## src/pkg/stx_pkg.sv

```systemverilog
// shared constants and types of the serial byte transmitter
package stx_pkg;

    // widths
    localparam int BYTE_W = 8;
    localparam int CODE_W = 10;
    localparam int LFSR_W = 9;

    // bit clock runs at ten times the byte rate
    localparam int          BITS_PER_BYTE = 10;
    localparam logic [3:0]  BIT_CNT_LAST  = 4'h9;
    // read strobe is low for the first half of each byte time
    localparam logic [3:0]  STROBE_LOW_CNT = 4'h5;

    // characters
    localparam logic [7:0]  SYNC_BYTE      = 8'hBC;   // K28.5
    localparam logic [7:0]  LOOP_START     = 8'h00;   // D0.0
    localparam logic [9:0]  SYNC_CODE_RDN  = 10'h0FA; // K28.5 at negative disparity
    localparam logic [9:0]  VIOLATION_CODE = 10'h270; // 100111 0000, never a valid code

    // 5b and 3b field values that matter to the encoder
    localparam logic [4:0]  X_K28 = 5'h1C;
    localparam logic [2:0]  Y_7   = 3'h7;

    // self-test generator, x^9 + x^5 + 1, period 511
    localparam logic [8:0]  LFSR_SEED = 9'h1FF;
    localparam int          LFSR_TAP  = 4;

    // running disparity after reset: negative
    localparam logic        RD_RESET_POS = 1'b0;

    // load sequencer
    typedef enum logic [1:0] {
        LD_IDLE    = 2'b01,
        LD_PENDING = 2'b10
    } stx_load_t;

endpackage

```

## src/pkg/stx_code_if.sv

```systemverilog
// carrier between the transmitter core and its 8b/10b encoder
`timescale 1ns/10ps
interface stx_code_if;
    logic [7:0] data;       // byte held in the input register
    logic       special;    // control-character table selected
    logic       violation;  // send the violation symbol
    logic       bypass;     // raw ten-bit path
    logic [9:0] raw;        // raw code, bit 9 is a
    logic       advance;    // one-cycle pulse: code moves to the shifter
    logic [9:0] code;       // encoded word, bit 9 is a

    modport core (output data, special, violation, bypass, raw, advance, input code);
    modport enc  (input data, special, violation, bypass, raw, advance, output code);
endinterface

```

## src/verilog/stx_encoder.sv

```systemverilog
// 8b/10b encoder with running disparity
`timescale 1ns/10ps
module stx_encoder
(
    // clock and reset
    input  wire logic clk,
    input  wire logic reset,
    // word path
    stx_code_if.enc   cif
);

    logic       rdPosQ;
    logic       rdPosD;
    logic [4:0] x;
    logic [2:0] y;
    logic       isK28;
    logic       kValid;
    logic [5:0] six;
    logic [3:0] four;
    logic       rdMidPos;
    logic       alt;
    logic [9:0] codeW;

    function automatic logic [2:0] ones(input logic [5:0] v);
        ones = 3'(v[0]) + 3'(v[1]) + 3'(v[2]) + 3'(v[3]) + 3'(v[4]) + 3'(v[5]);
    endfunction

    // 5b/6b codes at negative disparity, abcdei
    function automatic logic [5:0] enc6(input logic [4:0] v);
        logic [5:0] t [32];
        t = '{6'h27, 6'h1D, 6'h2D, 6'h31, 6'h35, 6'h29, 6'h19, 6'h38,
              6'h39, 6'h25, 6'h15, 6'h34, 6'h0D, 6'h2C, 6'h1C, 6'h17,
              6'h1B, 6'h23, 6'h13, 6'h32, 6'h0B, 6'h2A, 6'h1A, 6'h3A,
              6'h33, 6'h26, 6'h16, 6'h36, 6'h0E, 6'h2E, 6'h1E, 6'h2B};
        enc6 = t[v];
    endfunction

    // 3b/4b codes at negative disparity, fghj, data and K28 sets
    function automatic logic [3:0] enc4(input logic [2:0] v, input logic k);
        logic [3:0] d [8];
        logic [3:0] c [8];
        d = '{4'hB, 4'h9, 4'h5, 4'hC, 4'hD, 4'hA, 4'h6, 4'hE};
        c = '{4'hB, 4'h6, 4'hA, 4'hC, 4'hD, 4'h5, 4'h9, 4'h7};
        enc4 = k ? c[v] : d[v];
    endfunction

    assign x     = cif.data[4:0];
    assign y     = cif.data[7:5];
    assign isK28 = cif.special && (x == stx_pkg::X_K28);
    // only K28.y and K23/27/29/30.7 exist; anything else is sent as a violation
    assign kValid = isK28 || ((y == stx_pkg::Y_7) &&
                    (x == 5'h17 || x == 5'h1B || x == 5'h1D || x == 5'h1E));

    // code selection and disparity bookkeeping
    always_comb
    begin
        six = isK28 ? 6'h0F : enc6(x);
        if (rdPosQ && (ones(six) != 3'h3 || six == 6'h38))
        begin
            six = ~six;
        end
        rdMidPos = (ones(six) == 3'h3) ? rdPosQ : ~rdPosQ;
        alt = cif.special ||
              (!rdMidPos && (x == 5'h11 || x == 5'h12 || x == 5'h14)) ||
              (rdMidPos && (x == 5'h0B || x == 5'h0D || x == 5'h0E));
        if (!isK28 && y == stx_pkg::Y_7)
        begin
            four = alt ? 4'h7 : 4'hE;
        end
        else
        begin
            four = enc4(y, isK28);
        end
        if (rdMidPos && (isK28 || ones({2'h0, four}) != 3'h2 || four == 4'hC))
        begin
            four = ~four;
        end
        codeW  = {six, four};
        rdPosD = rdPosQ;
        if (cif.bypass)
        begin
            codeW = cif.raw;
        end
        else if (cif.violation || (cif.special && !kValid))
        begin
            codeW = stx_pkg::VIOLATION_CODE;
        end
        else if (cif.advance)
        begin
            rdPosD = (ones({2'h0, four}) == 3'h2) ? rdMidPos : ~rdMidPos;
        end
        if (reset)
        begin
            rdPosD = stx_pkg::RD_RESET_POS;
        end
    end

    always_ff @(posedge clk)
    begin
        rdPosQ <= rdPosD;
    end

    assign cif.code = codeW;

endmodule

```

## src/verilog/stx_transmitter.sv

```systemverilog
// serial 8b/10b transmitter: input register, self-test source, shifter, outputs
//
// What this block does
// - capture inputs on byte clock rising edge
// - immediate enable low loads inputs same edge
// - deferred enable low loads at next edge
// - no enable: send K28.5 that byte time
// - self-test: register becomes 511-byte LFSR
// - special select picks control or data table
// - force input sends code-violation symbol
// - bypass passes raw ten bits, a first
// - bit clock ten times byte clock
// - internal counter times shifter transfer
// - three equal streams, off gates two
// - off control acts within bit times
// - byte-rate read strobe from bit counter
`timescale 1ns/10ps
module stx_transmitter
(
    // clock and reset; clk is the bit clock
    input  wire logic       clk,
    input  wire logic       reset,
    // parallel side, sampled on clk
    input  wire logic       byte_clock_in,
    input  wire logic       load_now_enable_n,
    input  wire logic       load_next_enable_n,
    input  wire logic [7:0] parallel_data_in,
    input  wire logic       special_char_select,
    input  wire logic       force_violation,
    input  wire logic [9:0] raw_code_in,
    // modes
    input  wire logic       encoder_bypass,
    input  wire logic       self_test_enable_n,
    input  wire logic       output_off_control,
    // serial outputs, true and complement
    output logic            serial_out_first_p,
    output logic            serial_out_first_n,
    output logic            serial_out_second_p,
    output logic            serial_out_second_n,
    output logic            serial_out_loopback_p,
    output logic            serial_out_loopback_n,
    // fifo read strobe, active low
    output logic            fifo_read_strobe_n
);

    ////////////////////////////////////////////////////////////////////////////
    // state

    logic              byteClkQ;
    logic              byteClkD;
    logic              byteEdge;
    stx_pkg::stx_load_t loadQ;
    stx_pkg::stx_load_t loadD;
    logic [7:0]        dataQ;
    logic [7:0]        dataD;
    logic              specialQ;
    logic              specialD;
    logic              violQ;
    logic              violD;
    logic [9:0]        rawQ;
    logic [9:0]        rawD;
    logic [8:0]        lfsrQ;
    logic [8:0]        lfsrD;
    logic [3:0]        bitCntQ;
    logic [3:0]        bitCntD;
    logic              transfer;
    logic [9:0]        shiftQ;
    logic [9:0]        shiftD;
    logic              firstD;
    logic              secondD;
    logic              loopD;
    logic              strobeND;

    stx_code_if cif ();

    // one step of the self-test generator
    function automatic logic [8:0] lfsr_step(input logic [8:0] s);
        lfsr_step = {s[7:0], s[8] ^ s[stx_pkg::LFSR_TAP]};
    endfunction

    ////////////////////////////////////////////////////////////////////////////
    // byte clock edge detect; the byte clock is a plain synchronous input here

    always_comb
    begin
        byteClkD = reset ? 1'b0 : byte_clock_in;
    end

    always_ff @(posedge clk)
    begin
        byteClkQ <= byteClkD;
    end

    assign byteEdge = byte_clock_in && !byteClkQ;

    ////////////////////////////////////////////////////////////////////////////
    // input register, load sequencer and self-test generator

    always_comb
    begin
        loadD    = loadQ;
        dataD    = dataQ;
        specialD = specialQ;
        violD    = violQ;
        rawD     = rawQ;
        lfsrD    = lfsrQ;
        if (self_test_enable_n)
        begin
            // leaving self-test restarts the pattern from its seed
            lfsrD = stx_pkg::LFSR_SEED;
        end
        if (byteEdge)
        begin
            loadD = load_next_enable_n ? stx_pkg::LD_IDLE
                                       : stx_pkg::LD_PENDING;
            if (!self_test_enable_n)
            begin
                // the 9-bit state spans data bits and the special select,
                // so data, control and violation codes all appear
                lfsrD    = lfsr_step(lfsrQ);
                dataD    = (lfsrQ == stx_pkg::LFSR_SEED) ? stx_pkg::LOOP_START
                                                          : lfsrQ[7:0];
                specialD = (lfsrQ != stx_pkg::LFSR_SEED) && lfsrQ[8];
                violD    = 1'b0;
                rawD     = {lfsrQ[7:0], lfsrQ[8], lfsrQ[0]};
            end
            else
            begin
                case (loadQ)
                    stx_pkg::LD_PENDING:
                    begin
                        // deferred load takes whatever stands now
                        dataD    = parallel_data_in;
                        specialD = special_char_select;
                        violD    = force_violation;
                        rawD     = raw_code_in;
                    end
                    stx_pkg::LD_IDLE:
                    begin
                        if (!load_now_enable_n)
                        begin
                            dataD    = parallel_data_in;
                            specialD = special_char_select;
                            violD    = force_violation;
                            rawD     = raw_code_in;
                        end
                        else
                        begin
                            // idle fill keeps the far end framed
                            dataD    = stx_pkg::SYNC_BYTE;
                            specialD = 1'b1;
                            violD    = 1'b0;
                            rawD     = stx_pkg::SYNC_CODE_RDN;
                        end
                    end
                    default:
                    begin
                        dataD    = stx_pkg::SYNC_BYTE;
                        specialD = 1'b1;
                        violD    = 1'b0;
                        rawD     = stx_pkg::SYNC_CODE_RDN;
                    end
                endcase
            end
        end
        if (reset)
        begin
            loadD    = stx_pkg::LD_IDLE;
            dataD    = stx_pkg::SYNC_BYTE;
            specialD = 1'b1;
            violD    = 1'b0;
            rawD     = stx_pkg::SYNC_CODE_RDN;
            lfsrD    = stx_pkg::LFSR_SEED;
        end
    end

    always_ff @(posedge clk)
    begin
        loadQ    <= loadD;
        dataQ    <= dataD;
        specialQ <= specialD;
        violQ    <= violD;
        rawQ     <= rawD;
        lfsrQ    <= lfsrD;
    end

    ////////////////////////////////////////////////////////////////////////////
    // encoder

    assign cif.data      = dataQ;
    assign cif.special   = specialQ;
    assign cif.violation = violQ;
    assign cif.bypass    = encoder_bypass;
    assign cif.raw       = rawQ;
    assign cif.advance   = transfer;

    stx_encoder u_encoder
    (
        .clk   (clk),
        .reset (reset),
        .cif   (cif)
    );

    ////////////////////////////////////////////////////////////////////////////
    // bit counter: free running, so transfers never follow pin timing

    always_comb
    begin
        if (reset || bitCntQ == stx_pkg::BIT_CNT_LAST)
        begin
            bitCntD = 4'h0;
        end
        else
        begin
            bitCntD = bitCntQ + 4'h1;
        end
    end

    always_ff @(posedge clk)
    begin
        bitCntQ <= bitCntD;
    end

    assign transfer = (bitCntQ == stx_pkg::BIT_CNT_LAST);

    ////////////////////////////////////////////////////////////////////////////
    // shifter, bit a leaves first

    always_comb
    begin
        if (reset)
        begin
            shiftD = stx_pkg::SYNC_CODE_RDN;
        end
        else if (transfer)
        begin
            shiftD = cif.code;
        end
        else
        begin
            shiftD = {shiftQ[8:0], 1'b0};
        end
    end

    always_ff @(posedge clk)
    begin
        shiftQ <= shiftD;
    end

    ////////////////////////////////////////////////////////////////////////////
    // output stage and read strobe
    // the off control is applied per bit, so a byte can be cut mid-way

    always_comb
    begin
        loopD    = shiftQ[9];
        firstD   = shiftQ[9] && !output_off_control;
        secondD  = shiftQ[9] && !output_off_control;
        strobeND = !(bitCntQ < stx_pkg::STROBE_LOW_CNT);
        if (reset)
        begin
            loopD    = 1'b0;
            firstD   = 1'b0;
            secondD  = 1'b0;
            strobeND = 1'b1;
        end
    end

    always_ff @(posedge clk)
    begin
        serial_out_first_p    <= firstD;
        serial_out_first_n    <= !firstD;
        serial_out_second_p   <= secondD;
        serial_out_second_n   <= !secondD;
        serial_out_loopback_p <= loopD;
        serial_out_loopback_n <= !loopD;
        fifo_read_strobe_n    <= strobeND;
    end

endmodule

```

## config.mk

```make
export PLATFORM = sky130hd
export DESIGN_NAME = stx_transmitter
export DESIGN_NICKNAME = d
export VERILOG_FILES = /design/src/pkg/stx_pkg.sv /design/src/pkg/stx_code_if.sv /design/src/verilog/stx_encoder.sv /design/src/verilog/stx_transmitter.sv
export SDC_FILE = /design/constraint.sdc
export NUM_CORES = 1
export LEC_CHECK = 0
export ABC_AREA = 1
export CORE_AREA = 4 4 89 91
export CTS_BUF_LIST = sky130_fd_sc_hd__clkbuf_8
export DETAILED_ROUTE_END_ITERATION = 16
export DIE_AREA = 0 0 93 95
export DONT_BUFFER_PORTS = 1
export PLACE_DENSITY = 0.66
export SLEW_MARGIN = 20
export SYNTH_ARGS = -nofsm -noshare
export SYNTH_HDL_FRONTEND = slang
export SYNTH_SLANG_ARGS = --single-unit
```

## constraint.sdc

```tcl
create_clock -name clk -period 9.05 [get_ports clk]
set_input_delay 0 -clock clk [delete_from_list [all_inputs] [get_ports clk]]
set_output_delay 0 -clock clk [all_outputs]
set_load 0.02 [all_outputs]
```

**Yosys cells after proc, flatten, opt, wreduce, memory -nomap -nowiden**

Memories as Yosys holds them, arrays and structs flattened.
Cells that the tools add are included.
Widths: inputs -> output; s select.

- Bits in registers: 52
- Bits in read-only memories: 256
- Input bits: 28
- Output and inout port bits: 7
- Word-level logic and storage cells: 144
- Memories: 3

Memories:

| memory | words | width | read ports | clocked after memory_dff | wr ports | line | source |
|---|---|---|---|---|---|---|---|
| (no name shown) | 32 | 6 | 1 | 0 | 0 | stx_encoder.sv:35 | `enc6 = t[v];` |
| (no name shown) | 8 | 4 | 1 | 0 | 0 | stx_encoder.sv:44 | `enc4 = k ? c[v] : d[v];` |
| (no name shown) | 8 | 4 | 1 | 0 | 0 | stx_encoder.sv:44 |  |

- Add/subtract/negate cells: 17
- Magnitude comparators: 3
- Equal/unequal tests: 23
- Mux-type cells: 36
- Bitwise gates (word level): 10
- Reduce and logical (&&, ||, !) cells: 36

Operators with widths:

| operator | number |
|---|---|
| $mux 10 | 5 |
| $eq 5x5->1 const B | 8 |
| $add 3x1->3 | 12 |
| $mux 4 | 8 |
| $mux 9 | 3 |
| $mux 6 | 4 |
| $mux 8 | 3 |
| $pmux 10 s2 | 1 |
| $pmux 8 s2 | 1 |
| $eq 5x4->1 const B | 3 |
| $logic_or 1x1->1 | 15 |
| $logic_and 1x1->1 | 11 |
| $eq 9x9->1 const B | 1 |
| $ne 9x9->1 const B | 1 |
| $add 1x1->2 | 4 |
| $eq 4x4->1 const B | 2 |
| $logic_not 1->1 | 8 |
| $mux 1 | 8 |
| $eq 3x2->1 const B | 2 |
| $eq 6x6->1 const B | 1 |
| $ge 6x6->1 const B | 1 |
| $ne 3x2->1 const B | 2 |
| $not 5->6 | 1 |
| $not 6->6 | 1 |
| other kinds (14) | 19 |

**Depth between registers and ports, before layout**

- Word-level depth: 40
- Depth in mapped cells: 49
- Depth with buffers taken out: 48

**Modules after synthesis**

From an unflattened synthesis, not the netlist that was laid out.

- Cell total of the unflattened synthesis: 536
- Area, all modules: 3707.3 µm²

By module, submodules not included:

| module | times used | cells an instance | area an instance (µm²) | sequential area each (µm²) |
|---|---|---|---|---|
| stx_transmitter | 1 | 286 | 2270.9 | 1021.0 |
| stx_encoder | 1 | 250 | 1436.4 | 20.0 |

**Worst setup path before layout**

Ideal clock, no wire load.

- Kind: register -> register
- Start point: register dataQ[0], in the netlist cif.data[0]
- End point: register u_encoder.rdPosQ
- Setup time: 0.119 ns
- Data arrival time: 8.717 ns
- Required time: 8.931 ns
- Setup slack: 0.214 ns
- Stages on the path, launching flop included: 48
- Path buffers: 0
- Period minus slack after synthesis: 8.836 ns
- Cells stage by stage: dfxtp_1 > inv_1 > ha_1 > nor2_1 > nor2_1 > o21ai_0 > a21oi_1 > nor3_2 > inv_1 > ha_1 > inv_1 > fa_1 > inv_1 > fa_1 > fa_1 > nand2_1 > nor2_1 > nand2_4 > [12 not listed] > nand3_1 > nand2_1 > nand4_1 > inv_1 > ha_1 > fa_1 > ha_1 > nor4b_1 > nand2_2 > nand2_2 > nand2_1 > and2_1 > fa_1 > ha_1 > nor3b_1 > xnor2_1 > o21ai_0 > a21oi_1

- Cells in the longest elaborated chain, start to end: 40
- Elaborated cells between the ends (all ways): 75
- Those cells by class: 16 x add/sub; 17 x eq/ne; 10 x mux; 5 x bitwise; 26 x reduce/logical; 1 x memory

RTL lines:

| element | line | source |
|---|---|---|
| from (decl) | stx_transmitter.sv:54 | `logic [7:0] dataQ;` |
| from (signal assigned) | stx_transmitter.sv:180 | `dataQ <= dataD;` |
| $not 5->6 (implied by the code) | stx_encoder.sv:35 |  |
| $mem_v2 32x6 | - |  |
| $mux 6 (implied by the code) (2 in a row) | stx_encoder.sv:35 |  |
| $mux 6 | stx_encoder.sv:57 | `six = isK28 ? 6'h0F : enc6(x);` |
| $add 1x1->2 | stx_encoder.sv:25 | `ones = 3'(v[0]) + 3'(v[1]) + 3'(v[2]) + 3'(v[3]) + 3'(v[4]) + 3'(v[5]);` |
| $add 3x1->3 (4 in a row) | stx_encoder.sv:25 |  |
| $ne 3x2->1 | stx_encoder.sv:58 | `if (rdPosQ && (ones(six) != 3'h3 \|\| six == 6'h38))` |
| $logic_or 1x1->1 | stx_encoder.sv:58 |  |
| [18 not listed] | - |  |
| $ne 3x2->1 | stx_encoder.sv:74 | `if (rdMidPos && (isK28 \|\| ones({2'h0, four}) != 3'h2 \|\| four == 4'hC))` |
| $logic_or 1x1->1 (2 in a row) | stx_encoder.sv:74 |  |
| $logic_and 1x1->1 | stx_encoder.sv:74 |  |
| $mux 4 | stx_encoder.sv:74 |  |
| $add 1x1->2 | stx_encoder.sv:25 |  |
| $add 3x1->3 (2 in a row) | stx_encoder.sv:25 |  |
| $eq 3x2->1 | stx_encoder.sv:90 | `rdPosD = (ones({2'h0, four}) == 3'h2) ? rdMidPos : ~rdMidPos;` |
| $mux 1 | stx_encoder.sv:90 |  |
| to (signal assigned) | stx_encoder.sv:100 | `rdPosQ <= rdPosD;` |
| to (decl) | stx_encoder.sv:12 | `logic rdPosQ;` |

Several ways; a longest one is shown, not always the timed one. The select of a mux whose other input is x is not followed.
A chain may end at the register's enable or synchronous reset.

**Worst setup path in the final report**

- Start point: register dataQ[1], in the netlist cif.data[1]
- End point: register u_encoder.rdPosQ

Same word-level chain as after synthesis.

==> run summary <==
### Clock tree
- **cell at the root of the clock tree** sky130_fd_sc_hd__clkbuf_8
- **maximum buffer depth of the clock tree** 2
- **clock-pin slew on the worst setup and hold paths** 0.09 ns
- **worst skew pair latency** 0.30 ns
- **number of clock sinks** 52
- **clock tree from TritonCTS** yes
- **number of buffers created by CTS** 5
- **number of H-tree levels** 2

### Yosys
- **part of the Yosys area used for sequential elements** 0.302
- **post-synthesis sequential element count** 52
- **EDFF count, synth** 0
- **number of nets produced by synthesis** 554
- **dominant cells by area after synthesis** sky130_fd_sc_hd__dfxtp_1 (30%), sky130_fd_sc_hd__nand2_1 (11%), sky130_fd_sc_hd__ha_1 (6.9%)
- **Warnings, synthesis** 0
- **area share of the largest cell type after synthesis** 0.302
- **total standard cell area after synthesis** 0.00345 mm²
- **most used standard cells in the synthesized netlist** sky130_fd_sc_hd__nand2_1 (104), sky130_fd_sc_hd__inv_1 (57), sky130_fd_sc_hd__dfxtp_1 (52), sky130_fd_sc_hd__nand3_1 (47), sky130_fd_sc_hd__o21ai_0 (45)
- **post-synthesis async set-or-reset flop share** 0
- **average footprint of a synthesized cell** 6.91 µm²
- **Primary FF master, synth** sky130_fd_sc_hd__dfxtp_1
- **count of different cell masters after synthesis** 42
- **cell type with the highest aggregate area in the netlist** sky130_fd_sc_hd__dfxtp_1
- **top-count cell post-synth** sky130_fd_sc_hd__nand2_1
- **Syn Inst Count** 499

### Placement
- **number of placed cells counting well taps** 585
- **number of port buffers** 0
- **worst slack, placed** -0.232 ns
- **final HPWL from detailed placement** 6260 µm
- **area after detailed placement** 0.00352 mm²
- **last weighted congestion value of the routability-driven placer** 0.867

### Worst setup path
- **WS Path Type** reg -> reg
- **setup slack, reg-to-reg** 0.43 ns
- **CP max-delay cell** sky130_fd_sc_hd__fa_1
- **Crit path largest cell delay** 0.53 ns
- **Critical R2R Capture** u_encoder.rdPosQ
- **Max FO, Critical Path** 6
- **number of cells on the critical path** 48
- **Critical R2R Launch** cif.data[1]
- **endpoint required time on the critical path** 9.29 ns
- **endpoint arrival time on the critical path** 8.85 ns
- **cell depth of the worst flop-to-flop path** 48
- **kind of cell with the highest combined delay on the critical path** adder cells
- **Critical Path Sink Type** register
- **WP buf/inv** 8
- **Setup crit start kind** register

### Global route
- **aggregate global-route resource usage** 0.198
- **number of antenna violations at the first check in global routing** 0
- **vias in the first global route** 3,097
- **pin count of the biggest net entering global routing** 28
- **total congestion overflow after global routing** 0
- **global-route wire length before repair** 14,100 µm

### Power
- **static leakage** 1.82 nW
- **Switching Share** 0.388
- **highest ir drop seen on vdd** 0.000107 V
- **register share of total power** 0.285
- **power share of the clock group** 0.173
- **Combinational Power Share** 0.542
- **Tot Pwr** 0.901 mW
- **switching pwr** 0.350 mW
- **internal power contribution** 0.551 mW
- **power density over cell area** 226 mW/mm²

### Worst hold path
- **Worst Hold Endpoint** cif.data[6]
- **hold wc startpoint** parallel_data_in[6]
- **number of instances on the worst hold path** 2
- **path type of the worst min-delay path** in -> reg

### Detailed routing
- **drt pass-1 iters** 6
- **average wire per standard cell** 13.9 µm
- **antenna-violating nets left** 0
- **number of remaining DRC errors** 0
- **number of vias per cell** 5.28
- **wire length reported by the detailed router** 8570 µm
- **number of design-rule violations left by the first detailed-router iteration** 182
- **vias after detailed routing** 3,257

### STA
- **worst slew slack as a fraction of its limit** 0.465
- **worst hold slack across all endpoints** 0.0126 ns
- **transition time of the tightest slew-check pin** 0.801 ns
- **final count of negative-setup-slack endpoints** 0
- **final hold vios** 0
- **setup ws final** 0.432 ns
- **FMAX** 0.116 GHz
- **post-route clock period utilization** 0.952
- **setup repair after global routing missed its margin** false
- **time the worst path needs with I/O delays and setup** 8.62 ns
- **Final Slew Violations** 0
- **Layout Skew** 0.00710 ns

### Floorplan
- **die span in x** 93 µm
- **number of rows in the core area** 31
- **I/O pins** 35
- **effective utilization at floorplan** 0.483
- **height of the die** 95 µm
- **area of the core region** 0.00714 mm²
- **full die area** 0.00884 mm²

### Finish
- **non-filler instance count after layout** 617
- **Layout fillers** 728
- **final std cell area, no fill** 0.00398 mm²
- **proportion of layout cells with a drive suffix above 1** 0.160
- **area grow syn2layout** 15.5%
- **number of nets in the finished design** 572
- **antenna diode instance count** 0

### Flow run
- **number of violations of the max-capacitance limit** 0

### Outcome
- **result of the run** finished clean

-- layer usage --
layer | track usage | vias up | wire length (µm)
li1 | - | 1664 | -
met1 | 0.264 | 1508 | 3960
met2 | 0.337 | 72 | 4140
met3 | 0.0255 | 13 | 344
met4 | 0.0549 | 0 | 131
met5 | 0 | - | 0
-- registers in the layout (all words and copies together), names as in the netlist --
signal                 flops
lfsrQ                      9
serial_out_loopback_n      1
u_encoder.rdPosQ           1
loadQ                      2
cif.raw                   10
serial_out_second_p        1
cif.violation              1
cif.data                   8
cif.special                1
serial_out_second_n        1
byteClkQ                   1
shiftQ                    10
serial_out_loopback_p      1
fifo_read_strobe_n         1
bitCntQ                    4
-- cell families after synthesis --
family | Yosys count | synth area share
adders and majority gates | 27 | 0.115
AOI/OAI and AO/OA | 105 | 0.170
DFF | 52 | 0.302
xor gates and xnor gates | 4 | 0.0123
and+or+nand+nor | 226 | 0.298
buffers and inverters | 85 | 0.103
-- worst reg2reg max path: cells and delay by family, from the launching register on --
family | cells | cell delay [ns]
fa+ha+maj | 13 | 4.61
flops | 1 | 0.39
xor+xnor | 1 | 0.13
simple gates | 22 | 2.44
buf+inv | 8 | 0.57
compound gates | 4 | 0.40
-- layout make-up --
| class | instances | area, µm² | area share |
|---|---|---|---|
| clock buffers | 5 | 68.8 | 0.0173 |
| well taps | 99 | 124 | 0.0311 |
| multi-input cells | 362 | 2180 | 0.547 |
| repair buffers | 32 | 280 | 0.0704 |
| inverters | 64 | 240 | 0.0603 |
| flip-flops and latches | 52 | 1050 | 0.263 |
| clock inverters | 3 | 42.5 | 0.0107 |
-- worst max-delay path by stage --
stage | endpoint | from | slack, ns
after floorplan | u_encoder.rdPosQ | cif.data[0] | 0.21
after detailed placement | u_encoder.rdPosQ | cif.data[1] | -0.23
final | u_encoder.rdPosQ | cif.data[1] | 0.43
after global placement | u_encoder.rdPosQ | cif.data[2] | 0.11
after global routing | u_encoder.rdPosQ | cif.data[1] | 0.02
after CTS | u_encoder.rdPosQ | cif.data[1] | 0.01
-- stage by stage --
| step | setup TNS, ns | util |
|---|---|---|
| floorplan | 0 | - |
| global placement | 0 | 0.493 |
| detailed placement | -0.232 | 0.493 |
| CTS | 0 | 0.533 |
| global route | 0 | 0.558 |
| finish | 0 | 0.558 |
-- cells in the final DEF (no fill, tap or decap), types with 4 or more instances in the layout --
cell type,n
sky130_fd_sc_hd__a21oi_1,38
sky130_fd_sc_hd__buf_4,16
sky130_fd_sc_hd__clkbuf_8,5
sky130_fd_sc_hd__dfxtp_1,49
sky130_fd_sc_hd__dlygate4sd3_1,16
sky130_fd_sc_hd__fa_1,5
sky130_fd_sc_hd__ha_1,13
sky130_fd_sc_hd__ha_4,4
sky130_fd_sc_hd__inv_1,51
sky130_fd_sc_hd__inv_2,13
sky130_fd_sc_hd__nand2_1,99
sky130_fd_sc_hd__nand2_2,11
sky130_fd_sc_hd__nand3_1,46
sky130_fd_sc_hd__nand4_1,6
sky130_fd_sc_hd__nor2_1,42
sky130_fd_sc_hd__o211ai_1,4
sky130_fd_sc_hd__o21ai_0,42
sky130_fd_sc_hd__o21ai_1,5
-- timing repair --
action / CTS / global route
setup endpoints to repair: 1 / 1
pin swaps: 0 / 22
hold endpoints to repair: 46 / 0
gates resized for setup: 4 / 36
buffers inserted: 0 / 8
hold buffers: 16 / 0
-- power by group through the flow --
stage	Clock, mW	Sequential (mW)	Combinational, mW
floorplan	0	0.257	0.280
global placement	0	0.261	0.333
detailed placement	0	0.261	0.347
CTS	0.160	0.256	0.371
global route	0.169	0.259	0.539
finish	0.156	0.256	0.489
No activity file was read; power rests on OpenSTA's default activity.
